===== src/core/serial_pin_invert_map.vh =====
// Register map and constants for the serial pin function and inversion block
// **************************************************************************
// **************************************************************************
`ifndef SERIAL_PIN_INVERT_MAP_VH
`define SERIAL_PIN_INVERT_MAP_VH

// Register index as printed; byte address is four times the index
`define SPI_CTRL_INDEX 16'hff91
`define SPI_CTRL_ADDR 18'h3_fe44
`define SPI_ADDR_W 18
`define SPI_CTRL_RESET 8'hc0
`define SPI_RSVD_MASK 8'hc0
`define SPI_CH2_SEL_BIT 5
`define SPI_CH1_SEL_BIT 4
`define SPI_CH2_TXINV_BIT 3
`define SPI_CH2_RXINV_BIT 2
`define SPI_CH1_TXINV_BIT 1
`define SPI_CH1_RXINV_BIT 0

`endif


===== src/core/pin_path.v =====
// One channel of pin routing and data inversion
`timescale 1ns/1ps
module pin_path (
    input wire txpin_select_i,
    input wire tx_invert_i,
    input wire rx_invert_i,
    input wire tx_data_i,
    input wire gpio_out_i,
    input wire gpio_oe_n_i,
    input wire pin_in_i,
    output wire pin_out_o,
    output wire pin_oe_n_o,
    output wire rx_data_o
);
    // Combinational on purpose: a setting change shows on the line at once
    wire tx_pol;
    assign tx_pol = tx_data_i ^ tx_invert_i;
    assign pin_out_o = txpin_select_i ? tx_pol : gpio_out_i;
    // Transmit function always drives the pin
    assign pin_oe_n_o = txpin_select_i ? 1'b0 : gpio_oe_n_i;
    assign rx_data_o = pin_in_i ^ rx_invert_i;
endmodule // pin_path


===== src/core/serial_pin_invert_mux.v =====
// Control register and pin muxing for two serial channels
`timescale 1ns/1ps
`include "serial_pin_invert_map.vh"
module serial_pin_invert_mux (
    input wire core_clk_i,
    input wire rstn_i,
    input wire [17:0] avs_address_i,
    input wire avs_read_i,
    input wire avs_write_i,
    input wire [3:0] avs_byteenable_i,
    input wire [31:0] avs_writedata_i,
    output reg [31:0] avs_readdata_o,
    output wire avs_waitrequest_o,
    input wire ch1_tx_data_i,
    input wire ch2_tx_data_i,
    output wire ch1_rx_data_o,
    output wire ch2_rx_data_o,
    input wire port3_bit5_out_i,
    input wire port3_bit5_oe_n_i,
    input wire port4_bit2_out_i,
    input wire port4_bit2_oe_n_i,
    output wire ch1_serial_out_pin_o,
    output wire ch1_serial_out_pin_oe_n_o,
    output wire ch2_serial_out_pin_o,
    output wire ch2_serial_out_pin_oe_n_o,
    input wire ch1_serial_in_pin_i,
    input wire ch2_serial_in_pin_i
);
    // **********************************************************************
    // Constants
    // **********************************************************************
    localparam [7:0] CTRL_RESET = `SPI_CTRL_RESET;
    localparam [7:0] RSVD_MASK = `SPI_RSVD_MASK;
    localparam [0:0] CH2_SEL_RESET = CTRL_RESET[`SPI_CH2_SEL_BIT];
    localparam [0:0] CH1_SEL_RESET = CTRL_RESET[`SPI_CH1_SEL_BIT];
    localparam [0:0] CH2_TXINV_RESET = CTRL_RESET[`SPI_CH2_TXINV_BIT];
    localparam [0:0] CH2_RXINV_RESET = CTRL_RESET[`SPI_CH2_RXINV_BIT];
    localparam [0:0] CH1_TXINV_RESET = CTRL_RESET[`SPI_CH1_TXINV_BIT];
    localparam [0:0] CH1_RXINV_RESET = CTRL_RESET[`SPI_CH1_RXINV_BIT];

    // **********************************************************************
    // Declarations
    // **********************************************************************
    reg ack_r;
    reg ack_nxt;
    reg ctrl_hit;
    wire bus_active;
    wire first_cycle;
    reg wr_take;
    reg rd_take;
    wire [7:0] wr_byte;
    reg [7:0] ctrl_view;
    reg [31:0] readdata_nxt;
    // One flip-flop per field; bits 7 and 6 have none
    reg ch2_txpin_select_r;
    reg ch2_txpin_select_nxt;
    reg ch1_txpin_select_r;
    reg ch1_txpin_select_nxt;
    reg ch2_tx_invert_r;
    reg ch2_tx_invert_nxt;
    reg ch2_rx_invert_r;
    reg ch2_rx_invert_nxt;
    reg ch1_tx_invert_r;
    reg ch1_tx_invert_nxt;
    reg ch1_rx_invert_r;
    reg ch1_rx_invert_nxt;

    // **********************************************************************
    // Register bus: decode
    // **********************************************************************
    always @* begin
        ctrl_hit = 1'b0;
        if (avs_address_i == `SPI_CTRL_ADDR) begin
            ctrl_hit = 1'b1;
        end else begin
            ctrl_hit = 1'b0;
        end
    end

    assign bus_active = avs_read_i | avs_write_i;
    // Exactly one wait cycle per access keeps read data registered
    assign first_cycle = bus_active & ~ack_r;
    assign avs_waitrequest_o = first_cycle;
    assign wr_byte = avs_writedata_i[7:0];

    // **********************************************************************
    // Register bus: access qualify
    // **********************************************************************
    // Writes land at the edge where the master sees waitrequest low
    always @* begin
        wr_take = 1'b0;
        if (avs_write_i && ack_r && ctrl_hit && avs_byteenable_i[0]) begin
            wr_take = 1'b1;
        end
    end

    // Read data is loaded in the wait cycle, so it stands when taken
    always @* begin
        rd_take = 1'b0;
        if (avs_read_i && first_cycle) begin
            rd_take = 1'b1;
        end
    end

    // **********************************************************************
    // Register bus: handshake state
    // **********************************************************************
    // Back-to-back requests are fine: ack_r clears at the answer edge
    always @* begin
        ack_nxt = first_cycle;
    end

    always @(posedge core_clk_i or negedge rstn_i) begin
        if (!rstn_i) begin
            ack_r <= 1'b0;
        end else begin
            ack_r <= ack_nxt;
        end
    end

    // **********************************************************************
    // Register bus: read data
    // **********************************************************************
    // Reserved bits have no storage; they are forced high here
    always @* begin
        ctrl_view = RSVD_MASK;
        ctrl_view[`SPI_CH2_SEL_BIT] = ch2_txpin_select_r;
        ctrl_view[`SPI_CH1_SEL_BIT] = ch1_txpin_select_r;
        ctrl_view[`SPI_CH2_TXINV_BIT] = ch2_tx_invert_r;
        ctrl_view[`SPI_CH2_RXINV_BIT] = ch2_rx_invert_r;
        ctrl_view[`SPI_CH1_TXINV_BIT] = ch1_tx_invert_r;
        ctrl_view[`SPI_CH1_RXINV_BIT] = ch1_rx_invert_r;
    end

    always @* begin
        readdata_nxt = avs_readdata_o;
        if (rd_take && ctrl_hit) begin
            readdata_nxt = {24'h00_0000, ctrl_view};
        end else if (rd_take) begin
            readdata_nxt = 32'h0000_0000;
        end
    end

    always @(posedge core_clk_i or negedge rstn_i) begin
        if (!rstn_i) begin
            avs_readdata_o <= 32'h0000_0000;
        end else begin
            avs_readdata_o <= readdata_nxt;
        end
    end

    // **********************************************************************
    // Channel 2 pin function select
    // **********************************************************************
    // Software enables the transmitter only after this bit is set
    always @* begin
        if (wr_take) begin
            ch2_txpin_select_nxt = wr_byte[`SPI_CH2_SEL_BIT];
        end else begin
            ch2_txpin_select_nxt = ch2_txpin_select_r;
        end
    end

    always @(posedge core_clk_i or negedge rstn_i) begin
        if (!rstn_i) begin
            ch2_txpin_select_r <= CH2_SEL_RESET;
        end else begin
            ch2_txpin_select_r <= ch2_txpin_select_nxt;
        end
    end

    // **********************************************************************
    // Channel 1 pin function select
    // **********************************************************************
    // Software enables the transmitter only after this bit is set
    always @* begin
        if (wr_take) begin
            ch1_txpin_select_nxt = wr_byte[`SPI_CH1_SEL_BIT];
        end else begin
            ch1_txpin_select_nxt = ch1_txpin_select_r;
        end
    end

    always @(posedge core_clk_i or negedge rstn_i) begin
        if (!rstn_i) begin
            ch1_txpin_select_r <= CH1_SEL_RESET;
        end else begin
            ch1_txpin_select_r <= ch1_txpin_select_nxt;
        end
    end

    // **********************************************************************
    // Channel 2 transmit inversion
    // **********************************************************************
    // A change here flips a frame in flight; software keeps the line idle
    always @* begin
        if (wr_take) begin
            ch2_tx_invert_nxt = wr_byte[`SPI_CH2_TXINV_BIT];
        end else begin
            ch2_tx_invert_nxt = ch2_tx_invert_r;
        end
    end

    always @(posedge core_clk_i or negedge rstn_i) begin
        if (!rstn_i) begin
            ch2_tx_invert_r <= CH2_TXINV_RESET;
        end else begin
            ch2_tx_invert_r <= ch2_tx_invert_nxt;
        end
    end

    // **********************************************************************
    // Channel 2 receive inversion
    // **********************************************************************
    // A change here shows the receiver a false edge at once
    always @* begin
        if (wr_take) begin
            ch2_rx_invert_nxt = wr_byte[`SPI_CH2_RXINV_BIT];
        end else begin
            ch2_rx_invert_nxt = ch2_rx_invert_r;
        end
    end

    always @(posedge core_clk_i or negedge rstn_i) begin
        if (!rstn_i) begin
            ch2_rx_invert_r <= CH2_RXINV_RESET;
        end else begin
            ch2_rx_invert_r <= ch2_rx_invert_nxt;
        end
    end

    // **********************************************************************
    // Channel 1 transmit inversion
    // **********************************************************************
    // A change here flips a frame in flight; software keeps the line idle
    always @* begin
        if (wr_take) begin
            ch1_tx_invert_nxt = wr_byte[`SPI_CH1_TXINV_BIT];
        end else begin
            ch1_tx_invert_nxt = ch1_tx_invert_r;
        end
    end

    always @(posedge core_clk_i or negedge rstn_i) begin
        if (!rstn_i) begin
            ch1_tx_invert_r <= CH1_TXINV_RESET;
        end else begin
            ch1_tx_invert_r <= ch1_tx_invert_nxt;
        end
    end

    // **********************************************************************
    // Channel 1 receive inversion
    // **********************************************************************
    // A change here shows the receiver a false edge at once
    always @* begin
        if (wr_take) begin
            ch1_rx_invert_nxt = wr_byte[`SPI_CH1_RXINV_BIT];
        end else begin
            ch1_rx_invert_nxt = ch1_rx_invert_r;
        end
    end

    always @(posedge core_clk_i or negedge rstn_i) begin
        if (!rstn_i) begin
            ch1_rx_invert_r <= CH1_RXINV_RESET;
        end else begin
            ch1_rx_invert_r <= ch1_rx_invert_nxt;
        end
    end

    // **********************************************************************
    // Pin paths
    // **********************************************************************
    // No resync on the receive pins: it would add latency to the data path
    // Channel 1 shares its pin with port3_bit5
    pin_path u_ch1 (
        .txpin_select_i(ch1_txpin_select_r),
        .tx_invert_i(ch1_tx_invert_r),
        .rx_invert_i(ch1_rx_invert_r),
        .tx_data_i(ch1_tx_data_i),
        .gpio_out_i(port3_bit5_out_i),
        .gpio_oe_n_i(port3_bit5_oe_n_i),
        .pin_in_i(ch1_serial_in_pin_i),
        .pin_out_o(ch1_serial_out_pin_o),
        .pin_oe_n_o(ch1_serial_out_pin_oe_n_o),
        .rx_data_o(ch1_rx_data_o)
    );

    // Channel 2 shares its pin with port4_bit2
    pin_path u_ch2 (
        .txpin_select_i(ch2_txpin_select_r),
        .tx_invert_i(ch2_tx_invert_r),
        .rx_invert_i(ch2_rx_invert_r),
        .tx_data_i(ch2_tx_data_i),
        .gpio_out_i(port4_bit2_out_i),
        .gpio_oe_n_i(port4_bit2_oe_n_i),
        .pin_in_i(ch2_serial_in_pin_i),
        .pin_out_o(ch2_serial_out_pin_o),
        .pin_oe_n_o(ch2_serial_out_pin_oe_n_o),
        .rx_data_o(ch2_rx_data_o)
    );
endmodule // serial_pin_invert_mux


===== config.mk =====
export PLATFORM = sky130hd
export DESIGN_NAME = serial_pin_invert_mux
export DESIGN_NICKNAME = d
export VERILOG_FILES = /design/src/core/pin_path.v /design/src/core/serial_pin_invert_mux.v
export VERILOG_INCLUDE_DIRS = /design/src /design/src/core
export SDC_FILE = /design/constraint.sdc
export NUM_CORES = 1
export LEC_CHECK = 0
export ABC_CLOCK_PERIOD_IN_PS = 1860
export BUFFER_PORTS_ARGS = -buffer_cell sky130_fd_sc_hd__clkbuf_2
export CAP_MARGIN = 20
export CORE_UTILIZATION = 33
export CTS_BUF_LIST = sky130_fd_sc_hd__clkbuf_8
export DETAILED_ROUTE_END_ITERATION = 8
export PLACE_DENSITY = 0.82
export SLEW_MARGIN = 20
export SYNTH_ARGS = -nofsm -noshare
export SYNTH_HDL_FRONTEND = slang
export SYNTH_SLANG_ARGS = --single-unit

===== constraint.sdc =====
create_clock -name core_clk_i -period 1.86 [get_ports core_clk_i]
set_clock_uncertainty 0.1 [all_clocks]
set_input_delay 0.279 -clock core_clk_i [delete_from_list [all_inputs] [get_ports core_clk_i]]
set_output_delay 0.279 -clock core_clk_i [all_outputs]
set_load 0.01 [all_outputs]

==> results.json, run 1 <==
{
  "cap_viol_max_count": 0,
  "totalWireLength_um": 1620,
  "criticalPathCategory": "in -> reg",
  "timing.final.max_slew_violations": 0,
  "initial_core_util": 0.364,
  "launch_instance_of_the_worst_register_to_register_path": "ack_r",
  "rrSetupSlack_ns": 0.51,
  "clkSlewWorstSetupHoldPaths_ns": 0.05,
  "ctsLongestPathBuffers": 2,
  "worstSkewPairLatency_ns": 0.23,
  "via_count": 694,
  "grt_first_pass_wirelength_um": 2670,
  "numCtsBuffers": 3,
  "synth_top_area_share": 0.419,
  "area.sequential_sq_um": 350,
  "timing.critical_path.arrival_ns": 1.69,
  "ir_drop_uv": 299,
  "crit_end": "ch1_txpin_select_r",
  "cell_taking_the_most_area_after_synthesis": "sky130_fd_sc_hd__dfrtp_1",
  "multi_input_comb_area_sq_um": 380,
  "ctsResizeCount": 0,
  "filler_cell_count": 230,
  "synthArstFlopShare": 1.00,
  "n_antenna_cell": 0,
  "hold_path_class": "in -> reg",
  "critical_path.reg2reg.endpoint": "ch1_txpin_select_r",
  "stdcell_count": 159,
  "post_synth_main_area_contributors": "sky130_fd_sc_hd__dfrtp_1 (42%), sky130_fd_sc_hd__buf_4 (22%), sky130_fd_sc_hd__mux2_2 (8.1%)",
  "post_synth_most_frequent_cells": "sky130_fd_sc_hd__buf_4 (25), sky130_fd_sc_hd__dfrtp_1 (14), sky130_fd_sc_hd__a22o_1 (6), sky130_fd_sc_hd__mux2_2 (6), sky130_fd_sc_hd__nor2_1 (4)",
  "post_route_fraction_of_the_period_consumed_by_the_critical_path": 0.899,
  "number_of_storage_elements_in_the_synthesis_netlist": 14,
  "cellPowerDensity_nw_per_um2": 587,
  "final_area_sq_um": 1090,
  "cts_tree": "yes",
  "num-nets-final": 199,
  "clock_sinks": 14,
  "hpwlAfterDp_um": 1410,
  "postSynth.topFlopCell": "sky130_fd_sc_hd__dfrtp_1",
  "io-pin-count": 105,
  "drive_gt1_frac": 0.511,
  "synth_edf_count": 0,
  "combined_area_of_all_synthesized_cells_sq_um": 836,
  "outcome": "finished, final reports clean",
  "ys_seq_area_frac": 0.419,
  "drt-initial-drc-count": 3,
  "syn2layout_area_growth_pct": 31.0,
  "die_y_um": 52.3,
  "drt_drc_violations_left": 0,
  "avgViaCountPerCell": 4.36,
  "grt_max_degree": 15,
  "startpoint_type": "input pin",
  "htreeDepth": 1,
  "largest_driver_fanout_on_the_critical_path": 6,
  "r2r_depth": 3,
  "fin_hold_ws_ns": 0.175,
  "unrepaired_setup_endpoints_after_global_routing": "no",
  "die_width_um": 52.3,
  "syn_avg_cell_area_sq_um": 11.0,
  "setup_viol": 0,
  "crit_start": "avs_address_i[8]",
  "max_clock_freq_mhz": 598,
  "ys.warnings.count": 0,
  "standby_leakage_power_nw": 0.651,
  "grt.total_usage": 0.131,
  "ant_nets": 0,
  "routabilityCongestion": 0.706,
  "post_synth_num_cell_types": 19,
  "wl_per_cell_um": 10.2,
  "most_common_cell_in_the_netlist": "sky130_fd_sc_hd__buf_4",
  "postLayoutCoreUtil": 0.477,
  "critical_path_required_ns": 1.88,
  "cts_root_buf": "sky130_fd_sc_hd__clkbuf_8",
  "placement.cell_area_sq_um": 1040,
  "first_global_vias": 628,
  "end_kind": "flip-flop",
  "layout_min_cycle_time_ns": 1.67,
  "drt_pass1_iterations": 2,
  "finalHoldViolations": 0,
  "total_number_of_placement_rows": 17,
  "core_area_sq_um": 2300,
  "synth_cells": 76,
  "place.detailed.instances": 155,
  "fp.dieArea_sq_um": 2740,
  "initial_antenna_violation_count": 0,
  "placement.io_buffers": 51,
  "final_global_route_overflow_total": 0
}
critical path, cell delays in order:
cell,delay (ns)
sky130_fd_sc_hd__clkbuf_2,0.07
sky130_fd_sc_hd__nand4bb_1,0.18
sky130_fd_sc_hd__or4_4,0.45
sky130_fd_sc_hd__nor3_4,0.32
sky130_fd_sc_hd__mux2_2,0.38
registers in the layout, indices dropped and copies added (netlist names):
register            flops
ch2_txpin_select_r      1
ch1_tx_invert_r         1
ch1_txpin_select_r      1
ch1_rx_invert_r         1
avs_readdata_o          7
ack_r                   1
ch2_tx_invert_r         1
ch2_rx_invert_r         1
power breakdown:
| group | total [W] | internal, W | switching [W] |
|---|---|---|---|
| clock | 0.000235 | 0.000143 | 0.0000921 |
| combinational | 0.0000990 | 0.0000424 | 0.0000566 |
| sequential | 0.000309 | 0.000307 | 0.00000166 |
layout by cell type, fill, tap and decap left out:
master	count
sky130_fd_sc_hd__nor3_4	1
sky130_fd_sc_hd__dlygate4sd3_1	1
sky130_fd_sc_hd__xor2_1	2
sky130_fd_sc_hd__mux2_2	6
sky130_fd_sc_hd__clkbuf_2	51
sky130_fd_sc_hd__nand4_1	2
sky130_fd_sc_hd__nor3_2	1
sky130_fd_sc_hd__nand4bb_1	1
sky130_fd_sc_hd__buf_4	3
sky130_fd_sc_hd__nor2_1	4
sky130_fd_sc_hd__or4_4	2
sky130_fd_sc_hd__xnor2_1	2
sky130_fd_sc_hd__clkbuf_8	3
sky130_fd_sc_hd__nor2b_1	2
sky130_fd_sc_hd__dfrtp_1	14
sky130_fd_sc_hd__nand3_1	1
sky130_fd_sc_hd__a21oi_1	2
sky130_fd_sc_hd__a21o_1	1
sky130_fd_sc_hd__a22o_1	6
sky130_fd_sc_hd__conb_1	24
sky130_fd_sc_hd__nand2b_1	2
layout make-up:
cell class,count,share of cell area
clock buffers,3,0.0377
multi-input cells,59,0.347
flip-flops and latches,14,0.320
well taps,28,0.0320
repair buffers,55,0.263
metal layers:
layer,global-route usage,vias to the layer above,wire [um],part of all wire
met2,0.245,36,893,0.55
met3,0.0348,2,123,0.076
met4,0.0263,0,19,0.012
li1,-,326,-,-
met1,0.147,330,587,0.36
met5,0,-,0,0
what timing repair did:
action,in CTS,in global routing
hold buffers,1,0
endpoints found under the hold margin,14,0
setup buffers,0,0
cell families (layout without fill, tap and decap cells):
kind of cell,count (synthesis),count (layout),synth area share
compound gates,9,9,0.0838
xor+xnor,4,4,0.0419
buf+inv,26,58,0.229
flops,14,14,0.419
mux,6,6,0.0808
other cells,1,24,0.00449
simple gates,16,16,0.141
metrics by stage:
stage	power [W]	setup WS (ns)	setup TNS [ns]
6_report	0.000643	0.188	0
3_5_place_dp	0.000412	-0.0939	-0.499
5_1_grt	0.000673	0.119	0
2_1_floorplan	0.000396	0.119	0
3_3_place_gp	0.000409	-0.0251	-0.147
4_1_cts	0.000645	0.168	0
worst min path at each step:
stage	from	to	slack, ns	cells after the start
5_1_grt	avs_writedata_i[2]	ch2_rx_invert_r	0.18	2
6_report	avs_writedata_i[3]	ch2_tx_invert_r	0.18	2
3_3_place_gp	rstn_i	avs_readdata_o[6]	0.08	1
3_5_place_dp	rstn_i	avs_readdata_o[6]	0.09	1
2_1_floorplan	rstn_i	ack_r	-0.12	0
4_1_cts	avs_writedata_i[0]	ch1_rx_invert_r	0.18	2
(Power assumes the default switching activity.)
==> run 2, diff against run 1 <==
- ABC_CLOCK_PERIOD_IN_PS: 1860 -> 1500
- CORE_UTILIZATION: 33 -> 30
- PLACE_DENSITY: 0.82 -> 0.78
- SYNTH_HIERARCHICAL: not set -> 1
- clock period: 1.86 -> 1.5 ns (I/O delays scaled with it)
==> run 2 against run 1 <==
  * Flip-flop and latch count unchanged
  * Hold slack got worse by 0.061 ns
  * Sequential power increased by 24%
  * Via count decreased by 3.3%
  * Sequential share of layout area decreased by 0.82 points
  * Non-clock buffer count decreased by 2
  * Routed wire length decreased by 2.4%
  * Clock-buffer cell count increased by 1
  * Die area increased by 13%
==> results.json, run 2 <==
{
  "fin_hold_ws_ns": 0.114,
  "drt_drc_violations_left": 0,
  "die_width_um": 55.7,
  "standby_leakage_power_nw": 0.662,
  "ctsLongestPathBuffers": 2,
  "synth_top_area_share": 0.405,
  "placement.cell_area_sq_um": 1060,
  "clock_power_share": 0.413,
  "combPwrFrac": 0.148,
  "via_count": 671,
  "grt_max_degree": 15,
  "drt-initial-drc-count": 6,
  "largest_driver_fanout_on_the_critical_path": 3,
  "commonest_cells_after_routing_fill_and_taps_aside": "sky130_fd_sc_hd__clkbuf_2 (51), sky130_fd_sc_hd__conb_1 (24), sky130_fd_sc_hd__dfrtp_1 (14)",
  "clkSlewWorstSetupHoldPaths_ns": 0.06,
  "unrepaired_setup_endpoints_after_global_routing": "no",
  "critical_path_required_ns": 1.17,
  "cellPowerDensity_nw_per_um2": 778,
  "post_synth_main_area_contributors": "sky130_fd_sc_hd__dfrtp_1 (40%), sky130_fd_sc_hd__buf_4 (23%), sky130_fd_sc_hd__mux2_2 (7.8%)",
  "top_register": "avs_readdata_o",
  "int_power_w": 0.000670,
  "timing.critical_path.arrival_ns": 1.07,
  "post_cts_setup_repair_bufs": 0,
  "hpwlAfterDp_um": 1360,
  "ys_seq_area_frac": 0.405,
  "hold_path_class": "in -> reg",
  "syn_avg_cell_area_sq_um": 11.2,
  "final_area_sq_um": 1120,
  "postSynth.topFlopCell": "sky130_fd_sc_hd__dfrtp_1",
  "power_switching_w": 0.000205,
  "drt_pass1_iterations": 6,
  "largest_register_ff_count": 7,
  "timing.final.max_slew_violations": 0,
  "cts_root_buf": "sky130_fd_sc_hd__clkbuf_8",
  "cts_tree": "yes",
  "initial_core_util": 0.317,
  "htreeDepth": 1,
  "num-nets-final": 198,
  "cell_taking_the_most_area_after_synthesis": "sky130_fd_sc_hd__dfrtp_1",
  "synth_cells": 77,
  "cap_viol_max_count": 0,
  "worstSkewPairLatency_ns": 0.24,
  "seqPwrFrac": 0.439,
  "post_synth_num_cell_types": 20,
  "outcome": "finished, final reports clean",
  "max_clock_freq_mhz": 719,
  "post_synth_most_frequent_cells": "sky130_fd_sc_hd__buf_4 (26), sky130_fd_sc_hd__dfrtp_1 (14), sky130_fd_sc_hd__a22o_1 (6), sky130_fd_sc_hd__mux2_2 (6), sky130_fd_sc_hd__nor2_1 (4)",
  "most_common_cell_in_the_netlist": "sky130_fd_sc_hd__buf_4",
  "setup_viol": 0,
  "initial_antenna_violation_count": 0,
  "n_antenna_cell": 0,
  "first_global_vias": 655,
  "number_of_storage_elements_in_the_synthesis_netlist": 14,
  "startpoint_type": "flip-flop",
  "end_kind": "primary output",
  "switching_share": 0.234,
  "totalWireLength_um": 1580,
  "io-pin-count": 105,
  "final_global_route_overflow_total": 0,
  "grt.total_usage": 0.112,
  "criticalPathCategory": "reg -> out",
  "clock_sinks": 14,
  "avgViaCountPerCell": 4.14,
  "layout_min_cycle_time_ns": 1.39,
  "post_route_fraction_of_the_period_consumed_by_the_critical_path": 0.927,
  "syn2layout_area_growth_pct": 29.8,
  "synthArstFlopShare": 1.00,
  "finalHoldViolations": 0,
  "grt_first_pass_wirelength_um": 2680,
  "routabilityCongestion": 0.644,
  "ctsResizeCount": 0,
  "fp.dieArea_sq_um": 3100,
  "ys.warnings.count": 6,
  "core_area_sq_um": 2730,
  "synth_edf_count": 0,
  "numCtsBuffers": 3,
  "combined_area_of_all_synthesized_cells_sq_um": 866,
  "layout_commonest_cell": "sky130_fd_sc_hd__clkbuf_2",
  "placement.io_buffers": 51,
  "die_y_um": 55.7,
  "drive_gt1_frac": 0.511,
  "wl_per_cell_um": 9.78,
  "ir_drop_uv": 360,
  "ant_nets": 0,
  "total_number_of_placement_rows": 19,
  "totalPowerFinal_w": 0.000874
}
[run 2: changes by cell type in the layout (fill, tap and decap cells not counted), moves of 2 or more]
cell,delta
sky130_fd_sc_hd__buf_4,-2
sky130_fd_sc_hd__nor4b_4,+2
sky130_fd_sc_hd__or4_4,-2
sky130_fd_sc_hd__nand2_1,+2
[run 2: worst paths after layout]
check / start / end / slack, ns / cells after the start
worst max register to register: ack_r / ch1_txpin_select_r / 0.16 / 3
max in group asynchronous: rstn_i / avs_readdata_o[4] / 0.74 / 2
worst min register to register: ack_r / ack_r / 0.39 / 1
min in group asynchronous: rstn_i / avs_readdata_o[6] / 0.31 / 2
worst max-delay path: ch1_tx_invert_r / ch1_serial_out_pin_o / 0.11 / 3
worst min-delay path: avs_writedata_i[2] / ch2_rx_invert_r / 0.11 / 2
[run 2: cells by family after synthesis]
family                    share of synthesized area
buffers and inverters                         0.225
and+or+nand+nor                               0.165
DFF                                           0.405
AOI/OAI and AO/OA                            0.0824
muxes                                        0.0780
xor gates and xnor gates                     0.0405
other                                       0.00433
[run 2: power groups by stage]
stage          Clock (W)  Combinational [W]  Sequential (W)
6_report        0.000361           0.000129        0.000384
5_1_grt         0.000391           0.000145        0.000384
4_1_cts         0.000372           0.000131        0.000384
3_5_place_dp           0           0.000129        0.000390
3_3_place_gp           0           0.000126        0.000390
2_1_floorplan          0           0.000104        0.000390
[run 2: per-stage QoR]
stage	utilization	setup WS, ns	cells	TNS [ns]
floorplan	-	0.230	100	0
global placement	0.387	0.0294	157	0
detailed placement	0.387	-0.0243	157	-0.132
CTS	0.411	0.0974	162	0
global route	0.411	0.0300	162	0
finish	0.411	0.110	162	0
[run 2: layout make-up]
class | count | area (sq um)
Fill cell | 281 | 1610
Tap cell | 31 | 38.8
Clock buffer | 4 | 55.1
Timing Repair Buffer | 53 | 273
Multi-Input combinational cell | 60 | 407
Sequential cell | 14 | 350
[run 2: repair_timing]
action / CTS / global route
hold endpoints to repair: 14 / 0
setup endpoints to repair: 0 / 0
hold buffers: 1 / 0
[run 2: critical path: stages (launching register included)]
cell and delay (ns):
sky130_fd_sc_hd__dfrtp_1 0.40, sky130_fd_sc_hd__xnor2_1 0.14, sky130_fd_sc_hd__a21oi_1 0.14, sky130_fd_sc_hd__clkbuf_2 0.15
[run 2: layer usage]
metal	track usage	routed length, um
met1	0.126	670
met5	0	0
met4	0.0536	25
met2	0.182	752
met3	0.0488	135
==> run 3, diff against run 2 <==
- CORE_MARGIN: not set -> 10
==> run 3 against run 2 <==
  * Sequential power is essentially flat
  * Fmax decreased by 0.65%
  * Global-route usage shrank 3.5 points
  * Routed wire length grew 40%
  * Combinational power increased by 3%
  * First-iteration DRC count did not move
  * Flip-flop and latch count unchanged
  * Die area increased by 75%
  * Cell count decreased by 0.62%
  * Clock-buffer cell count down 1
  * Clock power down 20%
  * Sequential share of layout area grew 0.39 points
==> results.json, run 3 (synthesized netlist as in run 2, its figures left out) <==
{
  "hpwlAfterDp_um": 2090,
  "io-pin-count": 105,
  "syn2layout_area_growth_pct": 28.2,
  "top_register": "avs_readdata_o",
  "ctsLongestPathBuffers": 2,
  "die_y_um": 73.7,
  "critical_path.max_stage_delay_ns": 0.41,
  "final_global_route_overflow_total": 0,
  "largest_driver_fanout_on_the_critical_path": 3,
  "filler_cell_count": 271,
  "worstSkewPairLatency_ns": 0.24,
  "clock_sinks": 14,
  "numCtsBuffers": 3,
  "drt_drc_violations_left": 0,
  "place.detailed.instances": 157,
  "layout_min_cycle_time_ns": 1.40,
  "timing.critical_path.arrival_ns": 1.07,
  "grt.total_usage": 0.0771,
  "fp.dieArea_sq_um": 5430,
  "initial_antenna_violation_count": 0,
  "cts_tree": "yes",
  "grt_first_pass_wirelength_um": 3340,
  "criticalPathCategory": "reg -> out",
  "placement.io_buffers": 51,
  "ant_nets": 0,
  "first_global_vias": 766,
  "cap_viol_max_count": 0,
  "n_antenna_cell": 0,
  "unrepaired_setup_endpoints_after_global_routing": "no",
  "via_count": 654,
  "commonest_cells_after_routing_fill_and_taps_aside": "sky130_fd_sc_hd__clkbuf_2 (51), sky130_fd_sc_hd__conb_1 (24), sky130_fd_sc_hd__dfrtp_1 (14)",
  "ir_drop_uv": 368,
  "postLayoutCoreUtil": 0.402,
  "totalPowerFinal_w": 0.000808,
  "grt_max_degree": 15,
  "core_area_sq_um": 2760,
  "cts_root_buf": "sky130_fd_sc_hd__clkbuf_8",
  "hold_path_class": "in -> reg",
  "ctsResizeCount": 0,
  "finalSetupTns_ns": 0,
  "drive_gt1_frac": 0.508,
  "clkSlewWorstSetupHoldPaths_ns": 0.05,
  "largest_register_ff_count": 7,
  "post_route_fraction_of_the_period_consumed_by_the_critical_path": 0.933,
  "totalWireLength_um": 2220,
  "drt-initial-drc-count": 6,
  "outcome": "finished, final reports clean",
  "htreeDepth": 1,
  "fin_hold_ws_ns": 0.117,
  "end_kind": "primary output",
  "setup_viol": 0,
  "layout_commonest_cell": "sky130_fd_sc_hd__clkbuf_2",
  "startpoint_type": "flip-flop",
  "routabilityCongestion": 0.697,
  "initial_core_util": 0.314,
  "total_number_of_placement_rows": 19,
  "die_width_um": 73.7,
  "post_cts_setup_repair_bufs": 0,
  "standby_leakage_power_nw": 0.655,
  "finalHoldViolations": 0,
  "max_clock_freq_mhz": 715,
  "num-nets-final": 198,
  "drt_pass1_iterations": 2,
  "avgViaCountPerCell": 4.06,
  "cellPowerDensity_nw_per_um2": 728,
  "crit_slowest_cell": "sky130_fd_sc_hd__dfrtp_1",
  "wl_per_cell_um": 13.8,
  "stdcell_count": 161,
  "critical_path_required_ns": 1.17,
  "crit_path_cell_trace": "xnor2_1 -> a21oi_1 -> clkbuf_2",
  "timing.final.max_slew_violations": 0
}
-- run 3: through the flow --
step           area, sq um  setup WS [ns]
2_1_floorplan          952          0.230
3_3_place_gp          1060         0.0261
3_5_place_dp          1060        0.00329
4_1_cts               1110         0.0771
5_1_grt               1110         0.0176
6_report              1110          0.101
-- run 3: final cells by class --
cell class,instances,area [sq um],area share
multi-input cells,60,407,0.366
flip-flops and latches,14,350,0.316
repair buffers,53,273,0.246
clock buffers,3,41.3,0.0372
well taps,31,38.8,0.0349
-- run 3: path summary, 6_finish.rpt --
path	end	slack (ns)	cells after the start	from
max	ch1_serial_out_pin_o	0.10	3	ch1_tx_invert_r
min reg2reg	ack_r	0.39	1	ack_r
max reg2reg	ch1_txpin_select_r	0.17	3	ack_r
min	ch2_tx_invert_r	0.12	2	avs_writedata_i[3]
max in group asynchronous	ch2_txpin_select_r	0.75	2	rstn_i
min in group asynchronous	avs_readdata_o[0]	0.31	2	rstn_i
-- run 3: per-layer routing --
| metal | GRT usage | wire, um |
|---|---|---|
| met3 | 0.0363 | 230 |
| met5 | 0 | 0 |
| met2 | 0.154 | 1280 |
| met1 | 0.0651 | 695 |
| met4 | 0.0186 | 11 |
-- run 3: power breakdown --
part           total (W)  leakage (nW)  switching, W  internal, W
clock           0.000290        0.0216      0.000114     0.000177
sequential      0.000384         0.194    0.00000264     0.000381
combinational   0.000133         0.440     0.0000768    0.0000564
total           0.000808         0.655      0.000193     0.000614
-- run 3: what timing repair did --
action,CTS,global route
endpoints found under the hold margin,14,0
setup endpoints to repair,0,0
hold buffers,1,0
-- run 3: critical path, delay by kind of cell (launching register included) --
family,cells,cell delay (ns)
XOR/XNOR,1,0.14
flip-flops,1,0.41
buffers and inverters,1,0.15
AO/OA/AOI/OAI,1,0.14
